**src/hdl/pio_pkg.sv**
```systemverilog
// package: register map, field layout and timing for the parallel handshake port
package pio_pkg;
	localparam int unsigned ADDR_W = 8;
	// register byte addresses
	localparam logic [ADDR_W-1:0] OFF_CTRL = 8'h00;
	localparam logic [ADDR_W-1:0] OFF_PORTC_LATCH = 8'h04;
	localparam logic [ADDR_W-1:0] OFF_PORTB = 8'h08;
	localparam logic [ADDR_W-1:0] OFF_PORTC = 8'h0c;
	localparam logic [ADDR_W-1:0] OFF_PORTC_DIR = 8'h10;
	localparam logic [ADDR_W-1:0] OFF_MODE = 8'h14;
	// control register fields
	localparam int unsigned BIT_FLAG = 7;
	localparam int unsigned BIT_IRQEN = 6;
	localparam int unsigned BIT_ODRAIN = 5;
	localparam int unsigned BIT_FULL_HANDSHAKE_SELECT = 4;
	localparam int unsigned BIT_DIR = 3;
	localparam int unsigned BIT_PULSE = 2;
	localparam int unsigned BIT_EDGE = 1;
	localparam int unsigned BIT_POL = 0;
	localparam logic [7:0] CTRL_RESET = 8'h00;
	localparam logic [7:0] CTRL_WMASK = 8'h7f;
	// mode register fields
	localparam int unsigned BIT_SINGLE = 0;
	localparam int unsigned BIT_CCR_I = 1;
	localparam logic [1:0] MODE_RESET = 2'h3;
	// strobe B pulse length
	localparam int unsigned PULSE_NS = 100;
	localparam int unsigned CLK_NS = 50;
	localparam int unsigned PULSE_CYC = (PULSE_NS + CLK_NS - 1) / CLK_NS;
	localparam logic [1:0] HTRANS_NONSEQ = 2'h2;
	localparam logic [2:0] HSIZE_WORD = 3'h2;

	// port C pin bundle
	typedef struct packed {
		logic [7:0] out;
		logic [7:0] oe;
	} portc_pins_s;
endpackage : pio_pkg

```
**src/hdl/strobe_sync.sv**
```systemverilog
// strobe A synchroniser and active-edge detector
`timescale 1ns/100ps
`default_nettype none
module strobe_sync (
	// clock and reset
	input wire logic clk_sys,
	input wire logic rst_b,
	// raw pin and edge choice
	input wire logic strobeAPin,
	input wire logic riseSel,
	// synchronised level and edge pulse
	output logic level,
	output logic edgeSeen
);
	typedef struct packed {
		logic [2:0] sync;
		logic stable;
	} sync_s;
	sync_s q, d;

	// change counts once the second and third stage agree
	always_comb begin
		d = q;
		d.sync = {q.sync[1:0], strobeAPin};
		if (q.sync[2] == q.sync[1]) begin
			d.stable = q.sync[2];
		end
	end

	always_ff @(posedge clk_sys or negedge rst_b) begin
		if (!rst_b) begin
			q <= '0;
		end else begin
			q <= d;
		end
	end

	assign level = q.stable;
	// edge from the filtered level only, never from the first stage
	assign edgeSeen = (q.stable != d.stable) && (d.stable == riseSel);

	a_edge_level: assert property (@(posedge clk_sys) disable iff (!rst_b)
		edgeSeen |=> (level == riseSel))
		else $error("edge without matching level");
endmodule : strobe_sync
`default_nettype wire

```
**src/hdl/parallel_port_ctrl.sv**
```systemverilog
// parallel handshake port: control/status register, strobes, port C drive
//
// Contract
// - handshake functions only in single-chip mode
// - control register read/write, top bit read-only
// - active strobe A edge sets flag
// - input modes: read ctrl, read latch clears
// - output handshake: read ctrl, write latch clears
// - irq when flag, enable, CCR I clear
// - one bit makes all port C open-drain
// - simple mode latches port C on edge
// - simple mode pulses strobe B after port B write
// - handshake bit set: direction picks in/out
// - direction ignored in simple mode
// - interlocked: strobe B held until edge
// - pulsed: strobe B active two cycles
// - pulse select ignored in simple mode
// - falling edge; output drive forced while high
// - rising edge; output drive forced while low
// - polarity bit sets strobe B active level
// - input handshake: edge drops B, read reasserts
// - output handshake: latch write drives, asserts B
// - port B write pulses B two periods
// - every edge in single-chip mode captures, flag set or not
`timescale 1ns/100ps
`default_nettype none
module parallel_port_ctrl
	import pio_pkg::*;
(
	// clock and reset
	input wire logic clk_sys,
	input wire logic rst_b,
	// ahb-lite slave
	input wire logic hsel,
	input wire logic [31:0] haddr,
	input wire logic [1:0] htrans,
	input wire logic hwrite,
	input wire logic [2:0] hsize,
	input wire logic [31:0] hwdata,
	input wire logic hready,
	output logic [31:0] hrdata,
	output logic hreadyout,
	output logic hresp,
	// parallel pins
	input wire logic strobeAInput,
	input wire logic [7:0] portCIn,
	output logic strobeBOutput,
	output pio_pkg::portc_pins_s portCPins,
	output logic [7:0] portBOut,
	// interrupt request
	output logic strobeAIrq
);
	import pio_pkg::*;

	localparam int unsigned PULSE_LEN = PULSE_CYC;
	initial begin
		if (PULSE_LEN < 1 || PULSE_LEN > 3) begin
			$error("pulse length out of range");
		end
	end

	typedef struct packed {
		logic [7:0] ctrl;
		logic [1:0] mode;
		logic armed;
		logic [7:0] latch;
		logic [7:0] outReg;
		logic [7:0] dir;
		logic [7:0] portB;
		logic stbActive;
		logic [1:0] pulseCnt;
		logic aphWrite;
		logic aphRead;
		logic [ADDR_W-1:0] aphAddr;
		logic [31:0] rdata;
		logic stbB;
		logic irq;
		portc_pins_s pins;
	} state_s;
	state_s q, d;

	logic staLevel;
	logic staEdge;

	strobe_sync u_sync (
		.clk_sys(clk_sys),
		.rst_b(rst_b),
		.strobeAPin(strobeAInput),
		.riseSel(q.ctrl[BIT_EDGE]),
		.level(staLevel),
		.edgeSeen(staEdge)
	);

	// register read mux, used at the address edge to load the read data
	function automatic logic [31:0] readMux(input state_s s, input logic [ADDR_W-1:0] a,
			input logic [7:0] pinIn);
		logic [31:0] r;
		r = '0;
		case (a)
			OFF_CTRL: r[7:0] = s.ctrl;
			OFF_PORTC_LATCH: r[7:0] = s.latch;
			OFF_PORTB: r[7:0] = s.portB;
			// output handshake reads the output latch, the pins may float
			OFF_PORTC: r[7:0] = (s.ctrl[BIT_FULL_HANDSHAKE_SELECT] && s.ctrl[BIT_DIR]) ? s.outReg :
				((s.dir & s.outReg) | (~s.dir & pinIn));
			OFF_PORTC_DIR: r[7:0] = s.dir;
			OFF_MODE: r[1:0] = s.mode;
			default: r = '0;
		endcase
		return r;
	endfunction : readMux

	logic [7:0] portCSync1_q, portCSync2_q;
	always_ff @(posedge clk_sys or negedge rst_b) begin
		if (!rst_b) begin
			portCSync1_q <= '0;
			portCSync2_q <= '0;
		end else begin
			portCSync1_q <= portCIn;
			portCSync2_q <= portCSync1_q;
		end
	end

	logic handshakeOn, outHs, startB, stopB, readLatch, writeLatch, writePortB;
	logic [7:0] driveMask;

	always_comb begin
		d = q;
		handshakeOn = q.mode[BIT_SINGLE] && q.ctrl[BIT_FULL_HANDSHAKE_SELECT];
		outHs = handshakeOn && q.ctrl[BIT_DIR];
		readLatch = q.aphRead && (q.aphAddr == OFF_PORTC_LATCH);
		writeLatch = q.aphWrite && (q.aphAddr == OFF_PORTC_LATCH);
		writePortB = q.aphWrite && (q.aphAddr == OFF_PORTB);
		startB = 1'b0;
		stopB = 1'b0;

		// data phase: writes land now; read data was already loaded at the address edge
		if (q.aphRead && q.aphAddr == OFF_CTRL && q.ctrl[BIT_FLAG]) begin
			d.armed = 1'b1; // first half of the clearing sequence
		end
		if (q.aphWrite) begin
			case (q.aphAddr)
				OFF_CTRL: d.ctrl = (q.ctrl & ~CTRL_WMASK) | (hwdata[7:0] & CTRL_WMASK);
				OFF_PORTC_LATCH: d.outReg = hwdata[7:0];
				OFF_PORTB: d.portB = hwdata[7:0];
				OFF_PORTC: d.outReg = hwdata[7:0];
				OFF_PORTC_DIR: d.dir = hwdata[7:0];
				OFF_MODE: d.mode = hwdata[1:0];
				default: d.mode = q.mode;
			endcase
		end

		// flag clear: the second access finishes the sequence
		if (q.armed && (outHs ? writeLatch : readLatch)) begin
			d.ctrl[BIT_FLAG] = 1'b0;
			d.armed = 1'b0;
		end

		// active edge in single-chip mode: capture always, set flag (set wins over clear)
		if (staEdge && q.mode[BIT_SINGLE]) begin
			d.latch = portCSync2_q;
			d.ctrl[BIT_FLAG] = 1'b1;
		end

		// strobe B sequencing
		if (!handshakeOn) begin
			startB = writePortB && q.mode[BIT_SINGLE];
		end else if (outHs) begin
			startB = writeLatch;
			stopB = staEdge;
		end else begin
			startB = readLatch;
			stopB = staEdge;
		end
		if (stopB) begin
			d.stbActive = 1'b0;
			d.pulseCnt = '0;
		end else if (startB) begin
			d.stbActive = 1'b1;
			d.pulseCnt = 2'(PULSE_LEN);
		end else if (q.pulseCnt != '0) begin
			d.pulseCnt = q.pulseCnt - 2'd1;
			// simple mode and pulsed handshake end by count; interlocked holds
			if (q.pulseCnt == 2'd1 && (!handshakeOn || q.ctrl[BIT_PULSE])) begin
				d.stbActive = 1'b0;
			end
		end
		if (!q.mode[BIT_SINGLE]) begin
			d.stbActive = 1'b0;
		end
		d.stbB = d.stbActive ? q.ctrl[BIT_POL] : ~q.ctrl[BIT_POL];

		// port C drive: output handshake forces drive while strobe A sits at the level just before its active edge
		driveMask = q.dir;
		if (outHs && (staLevel != q.ctrl[BIT_EDGE])) begin
			driveMask = 8'hff;
		end
		d.pins.out = d.outReg;
		// open-drain: drive only zeros
		d.pins.oe = q.ctrl[BIT_ODRAIN] ? (driveMask & ~d.outReg) : driveMask;

		d.irq = d.ctrl[BIT_FLAG] && d.ctrl[BIT_IRQEN] && !d.mode[BIT_CCR_I];

		// address phase capture
		d.aphWrite = hsel && hready && htrans[1] && hwrite;
		d.aphRead = hsel && hready && htrans[1] && !hwrite;
		d.aphAddr = haddr[ADDR_W-1:0];
		// read data must stand during the data phase, so load it at the address edge;
		// reading the next state forwards a write that lands on that same edge
		d.rdata = d.aphRead ? readMux(d, haddr[ADDR_W-1:0], portCSync2_q) : q.rdata;
	end

	always_ff @(posedge clk_sys or negedge rst_b) begin
		if (!rst_b) begin
			q <= '0;
			q.ctrl <= CTRL_RESET;
			q.mode <= MODE_RESET;
			q.stbB <= 1'b1;
		end else begin
			q <= d;
		end
	end

	// outputs straight from flops; zero-wait OKAY slave
	assign hrdata = q.rdata;
	assign hreadyout = 1'b1;
	assign hresp = 1'b0;
	assign strobeBOutput = q.stbB;
	assign portCPins = q.pins;
	assign portBOut = q.portB;
	assign strobeAIrq = q.irq;

	a_flag_on_edge: assert property (@(posedge clk_sys) disable iff (!rst_b)
		(staEdge && q.mode[BIT_SINGLE]) |=> q.ctrl[BIT_FLAG])
		else $error("flag not set by edge");
	a_latch_capture: assert property (@(posedge clk_sys) disable iff (!rst_b)
		(staEdge && q.mode[BIT_SINGLE]) |=> (q.latch == $past(portCSync2_q)))
		else $error("latch missed data");
	a_flag_readonly: assert property (@(posedge clk_sys) disable iff (!rst_b)
		(q.aphWrite && q.aphAddr == OFF_CTRL && !staEdge && !q.armed)
		|=> (q.ctrl[BIT_FLAG] == $past(q.ctrl[BIT_FLAG])))
		else $error("flag written by software");
	a_irq_rule: assert property (@(posedge clk_sys) disable iff (!rst_b)
		q.irq == (q.ctrl[BIT_FLAG] && q.ctrl[BIT_IRQEN] && !q.mode[BIT_CCR_I]))
		else $error("irq mismatch");
	a_simple_pulse: assert property (@(posedge clk_sys) disable iff (!rst_b)
		(!handshakeOn && startB && !stopB)
		|=> q.stbActive [*2] ##1 !q.stbActive)
		else $error("strobe B pulse length wrong");
	a_polarity: assert property (@(posedge clk_sys) disable iff (!rst_b)
		##1 (q.stbB == ($past(d.stbActive) ? $past(q.ctrl[BIT_POL]) : !$past(q.ctrl[BIT_POL]))))
		else $error("strobe B level wrong");
	a_hold_b: assert property (@(posedge clk_sys) disable iff (!rst_b)
		(handshakeOn && !q.ctrl[BIT_PULSE] && q.stbActive && !stopB
			&& q.mode[BIT_SINGLE] && $stable(q.ctrl))
		|=> q.stbActive)
		else $error("interlocked strobe dropped");
	a_edge_drop: assert property (@(posedge clk_sys) disable iff (!rst_b)
		(handshakeOn && staEdge) |=> !q.stbActive)
		else $error("strobe B not deasserted");
	a_no_single: assert property (@(posedge clk_sys) disable iff (!rst_b)
		!q.mode[BIT_SINGLE] |=> !q.stbActive)
		else $error("strobe active outside single-chip");
	a_odrain: assert property (@(posedge clk_sys) disable iff (!rst_b)
		$past(q.ctrl[BIT_ODRAIN]) |-> ((q.pins.oe & q.pins.out) == 8'h00))
		else $error("open-drain drives high");

	c_flag_cleared: cover property (@(posedge clk_sys) disable iff (!rst_b)
		q.ctrl[BIT_FLAG] ##1 !q.ctrl[BIT_FLAG]);
	c_out_hs: cover property (@(posedge clk_sys) disable iff (!rst_b)
		outHs && writeLatch ##[1:20] staEdge);
	c_in_hs: cover property (@(posedge clk_sys) disable iff (!rst_b)
		handshakeOn && !outHs && staEdge ##[1:20] readLatch);
	c_irq: cover property (@(posedge clk_sys) disable iff (!rst_b) q.irq);
endmodule : parallel_port_ctrl
`default_nettype wire

```
**config.mk**
```make
export PLATFORM = sky130hd
export DESIGN_NAME = parallel_port_ctrl
export DESIGN_NICKNAME = d
export VERILOG_FILES = /design/src/hdl/pio_pkg.sv /design/src/hdl/strobe_sync.sv /design/src/hdl/parallel_port_ctrl.sv
export SDC_FILE = /design/constraint.sdc
export NUM_CORES = 1
export LEC_CHECK = 0
export ABC_AREA = 1
export BUFFER_PORTS_ARGS = -buffer_cell sky130_fd_sc_hd__buf_2
export CAP_MARGIN = 10
export CELL_PAD_IN_SITES_DETAIL_PLACEMENT = 2
export CELL_PAD_IN_SITES_GLOBAL_PLACEMENT = 2
export CORE_ASPECT_RATIO = 1.4
export CORE_UTILIZATION = 26
export DETAILED_ROUTE_END_ITERATION = 10
export PLACE_DENSITY = 0.86
export SLEW_MARGIN = 5
export SYNTH_ARGS = -nofsm -noshare
export SYNTH_HDL_FRONTEND = slang
export SYNTH_SLANG_ARGS = --single-unit
```
**constraint.sdc**
```tcl
create_clock -name clk_sys -period 1.5 [get_ports clk_sys]
set_input_delay 0.075 -clock clk_sys [delete_from_list [all_inputs] [get_ports clk_sys]]
set_output_delay 0.075 -clock clk_sys [all_outputs]
set_load 0.01 [all_outputs]
```
Word level (Yosys, flattened, before mapping)
Cells that the tools add are included.
{"block": "totals", "out_inout_bits": 60, "ff_bits": 94, "input_bits": 83}
{"block": "op_classes", "add_sub_neg": 1, "n_eq_ne": 15, "bitwise": 8, "muxes": 27, "n_reduce_logical": 30}
{"operator": "$mux W8", "count": 8}
{"operator": "$eq A8 B4 Y1 const B", "count": 4}
{"operator": "$eq A8 B5 Y1 const B", "count": 4}
{"operator": "$pmux W6 S5", "count": 1}
{"operator": "$and A8 B8 Y8", "count": 3}
{"operator": "$mux W24", "count": 1}
{"operator": "$logic_and A1 B1 Y1", "count": 20}
{"operator": "$eq A8 B3 Y1 const B", "count": 2}
{"operator": "$logic_not A8 Y1", "count": 2}
{"operator": "$not A8 Y8", "count": 2}
{"operator": "$pmux W2 S6", "count": 1}
{"operator": "$mux W1", "count": 11}
{"operator": "$mux W10", "count": 1}
{"operator": "$mux W3", "count": 3}
{"operator": "$or A8 B7 Y8", "count": 1}
{"operator": "$or A8 B8 Y8", "count": 1}
{"operator": "$reduce_bool A2 Y1", "count": 2}
{"operator": "$logic_not A1 Y1", "count": 3}
{"operator": "$reduce_bool A3 Y1", "count": 1}
{"operator": "$eq A1 B1 Y1", "count": 2}
{"operator": "$eq A2 B1 Y1 const B", "count": 1}
{"operator": "$mux W2", "count": 1}
{"operator": "$ne A1 B1 Y1", "count": 2}
{"operator": "$reduce_or A2 Y1", "count": 1}
{"operator": "3 further kinds", "count": 3}

Logic depth before layout (Yosys ltp)
{"block": "depth", "ltp_word": 10, "ltp_mapped": 14, "mapped_depth_nobuf": 13}

Hierarchy
A second synthesis with hierarchy kept.
{"block": "unflattened", "cells_unflattened": 559, "area_unflattened_um2": 4680.7}
{"module": "parallel_port_ctrl", "instances": 1, "seq_area_each_um2": 2255.9, "area_each_um2": 4538.1, "cells_each": 544}
{"module": "strobe_sync", "instances": 1, "seq_area_each_um2": 100.1, "area_each_um2": 142.6, "cells_each": 15}

Worst setup path after synthesis
Ideal clock, no wire load.
{"block": "synth_timing", "kind": "register to register", "startpoint": "register q[51] in the netlist's numbering", "endpoint": "register q (netlist bit hrdata[7])", "synth_period_minus_slack_ns": 1.588, "n_path_buf": 1, "slack_ns": -0.088, "required_ns": 1.384, "path_stages_with_launch": 14, "arrival_time_ns": 1.472, "setup_time_ns": 0.116, "cell_sequence": "dfrtp_1 > nor2_4 > nand2_2 > nor2_2 > nand2_1 > nand2_4 > nand2_4 > buf_6 > nand2_1 > nand2_1 > nand3_1 > nand2_1 > nand2_1 > nand2_1"}
{"element": "from (decl)", "line_no": "parallel_port_ctrl.sv:80", "rtl": "state_s q, d;"}

==> impl_metrics.tcl <==
set metrics [dict create \
    status "finished, violations left" \
    violations "negative setup slack" \
    clkTransAtPathRegs_ns 0.08 \
    cts_tree "yes" \
    avgSynthCellArea_sq_um 8.13 \
    grt_start_max_net_pins 95 \
    syn_to_final_growth_pct 51.4 \
    clk_latency_ns 0.37 \
    seq_area_frac_synth_pct 50.0 \
    dieArea_sq_um 18700 \
    worstSetupEndpointType "flop" \
    die_x_microns 116 \
    power_density_nw_per_um2 820 \
    drt_first_pass_iters 5 \
    synth_top_area_share_pct 48.3 \
    coreArea_sq_um 17500 \
    fin_crit_sh_pct 139 \
    ys_async_sr_fraction_pct 100 \
    antenna_found_initial 0 \
    tightest_slew_ns 0.561 \
    cts_made_buffers 9 \
    yosysTopAreaCell "dfrtp_1" \
    ys_types 31 \
    gr-total-overflow 0 \
    cp.required_ns 1.76 \
    cts_root_buffer "clkbuf_16" \
    fin_nets 821 \
    timing.final.ws_setup_ns -0.591 \
    setup_viol 48 \
    p_leak_nw 3.78 \
    whs_ns 0.0854 \
    via_per_inst 4.83 \
    ir_drop_uv 635 \
    post-route-min-period_ns 2.09 \
    hp-start "hwdata[5]" \
    cts.sinks 94 \
    crit_path_start "q[57]" \
    layout-drive-gt1-share_pct 46.2 \
    crit_fanout 8 \
    post-dp-hpwl_microns 12000 \
    synthTopCellsByCount "154 x nand2_1, 96 x inv_1, 91 x dfrtp_1" \
    crit_arrival_ns 2.35 \
    ys_dominant_reg_cell "dfrtp_1" \
    postSynthCellCount 580 \
    io_pins 143 \
    min_path_type "input pin to flop" \
    synth_seq_cells 94 \
    initial_core_util_pct 26.9 \
    synth_edf_count 0 \
    clockBufferDepth 2 \
    grt_first_pass_wirelength_microns 33100 \
    drv_slew 0 \
    syn-cell-area_sq_um 4710 \
    synth.most_common_cell "nand2_1" \
    wire_per_inst_microns 25.3 \
    via_count 4732 \
    wirelength_microns 24700 \
    io_buffers 64 \
    antenna_left 0 \
    cap_violations 0 \
    diodes 0 \
    ys.warnings.count 0 \
    rsz0062_at_grt "true" \
    worst_setup_path_start_kind "flop" \
    reg2reg_from "q[57]" \
    cts-htree-levels 3 \
    synthTopCellsByArea "dfrtp_1 48%, nand2_1 12%, buf_4 9.4%" \
    place_congestion 0.843 \
    row_count 57 \
    fin_skew_ns 0.0151 \
    grt_util_all_layers_pct 24.5 \
    fin_tns_setup_ns -12.55 \
    finalHoldViolations 0 \
    max_freq_mhz 478 \
    drt_iter0_drc 234 \
    grt_pass1_vias 5287 \
    crit_type "flop to flop" \
    slew_headroom_pct 62.6 \
    drc 0 \
    die_h_microns 161 \
]
==> path summary, 6_finish.rpt <==
path                                   end  slack [ns]  cells after the start
min in group asynchronous      portBOut[1]        0.28                      3
min                                 q[103]        0.09                      3
max in group asynchronous            q[55]        0.70                      3
max                              hrdata[5]       -0.59                     13
max reg2reg                      hrdata[5]       -0.59                     13
min reg2reg                portCSync2_q[3]        0.35                      0
==> timing repair <==
item                                    in CTS  in global routing
pin swaps                                   45                 29
hold endpoints to repair                   110                  0
hold buffers                                21                  0
buffers inserted                            17                 13
gates cloned                                 3                  0
resized for setup                          106                115
endpoints found under the setup margin      39                 54
==> per-layer routing <==
layer  vias up  global-route usage, %  wire, microns
met5         -                      0              0
met4         0                   14.9           1690
met3       103                   4.05           1090
met2       205                   44.2          13100
met1      2421                   26.0           8840
li1       2003                      -              -
==> cell usage in the layout, fill, tap and decap left out, types with 2 or more instances in the layout <==
cell / n
nand3_1: 39
nand3_4: 6
clkbuf_16: 9
a21oi_2: 2
nor2_2: 8
nor2_1: 24
dlygate4sd3_1: 21
buf_6: 24
clkinv_2: 2
o21ai_4: 11
nor2_4: 7
o21ai_1: 7
nand2_2: 45
conb_1: 26
nand2_4: 18
nand2_8: 6
clkinv_4: 2
dfstp_2: 3
buf_4: 66
dfrtp_1: 90
inv_2: 13
nand2_1: 96
inv_1: 82
nand4_1: 2
o21ai_2: 16
buf_12: 8
clkbuf_8: 2
and2_4: 7
nand3_2: 15
o21bai_2: 2
buf_2: 63
and2_1: 6
==> cell families (layout without fill, tap and decap cells) <==
group	count (synthesis)	after routing	synth area share, %
flip-flops	94	94	50.0
AND/OR/NAND/NOR	280	283	26.9
AO/OA/AOI/OAI	44	44	5.15
buffers and inverters	160	296	17.9
other	2	26	0.159
==> critical path, stage by stage, from the launching register on <==
cell and delay, ns:
dfrtp_1 0.41, nor2_4 0.19, buf_6 0.13, nand3_4 0.13
nor2_4 0.24, nand2_2 0.12, nand2_4 0.15, nand2_4 0.11
nand2_2 0.07, nand2_1 0.07, nand3_1 0.13, nand2_1 0.09
nand2_1 0.08, nand2_1 0.06
==> registers in the layout, summed over array words and instances, names as in the netlist <==
| signal | cells |
|---|---|
| portCSync1_q | 8 |
| portCPins | 16 |
| u_sync.d | 2 |
| portCSync2_q | 8 |
| strobeAIrq | 1 |
| portBOut | 8 |
| strobeBOutput | 1 |
| u_sync.q | 1 |
| q | 40 |
| hrdata | 8 |
| u_sync.level | 1 |
==> where the power goes <==
group	internal, mW	total, mW	switching [mW]
clock	1.39	2.50	1.11
combinational	0.256	0.675	0.419
sequential	2.62	2.68	0.0627
==> cell type report <==
class                   count  area [sq um]
well taps                 236           295
clock inverters             5          57.6
multi-input cells         353          2330
repair buffers            183          1470
clock buffers              11           253
flip-flops and latches     94          2360
fillers                  1974         10400
inverters                  97           379
==> through the flow <==
step                instance area [sq um]  instances  power, mW  utilization (%)  setup slack (ns)
finish                               7140        979       5.85             40.7            -0.591
global route                         7140        979       6.01             40.7            -0.652
CTS                                  6660        967       5.71             38.0            -0.375
detailed placement                   5540        910       3.15             31.6            -0.380
global placement                     5540        910       3.12             31.6            -0.293
floorplan                            4850        604       2.95                -           -0.0735
Note: power is estimated with default switching activity, not from simulation.
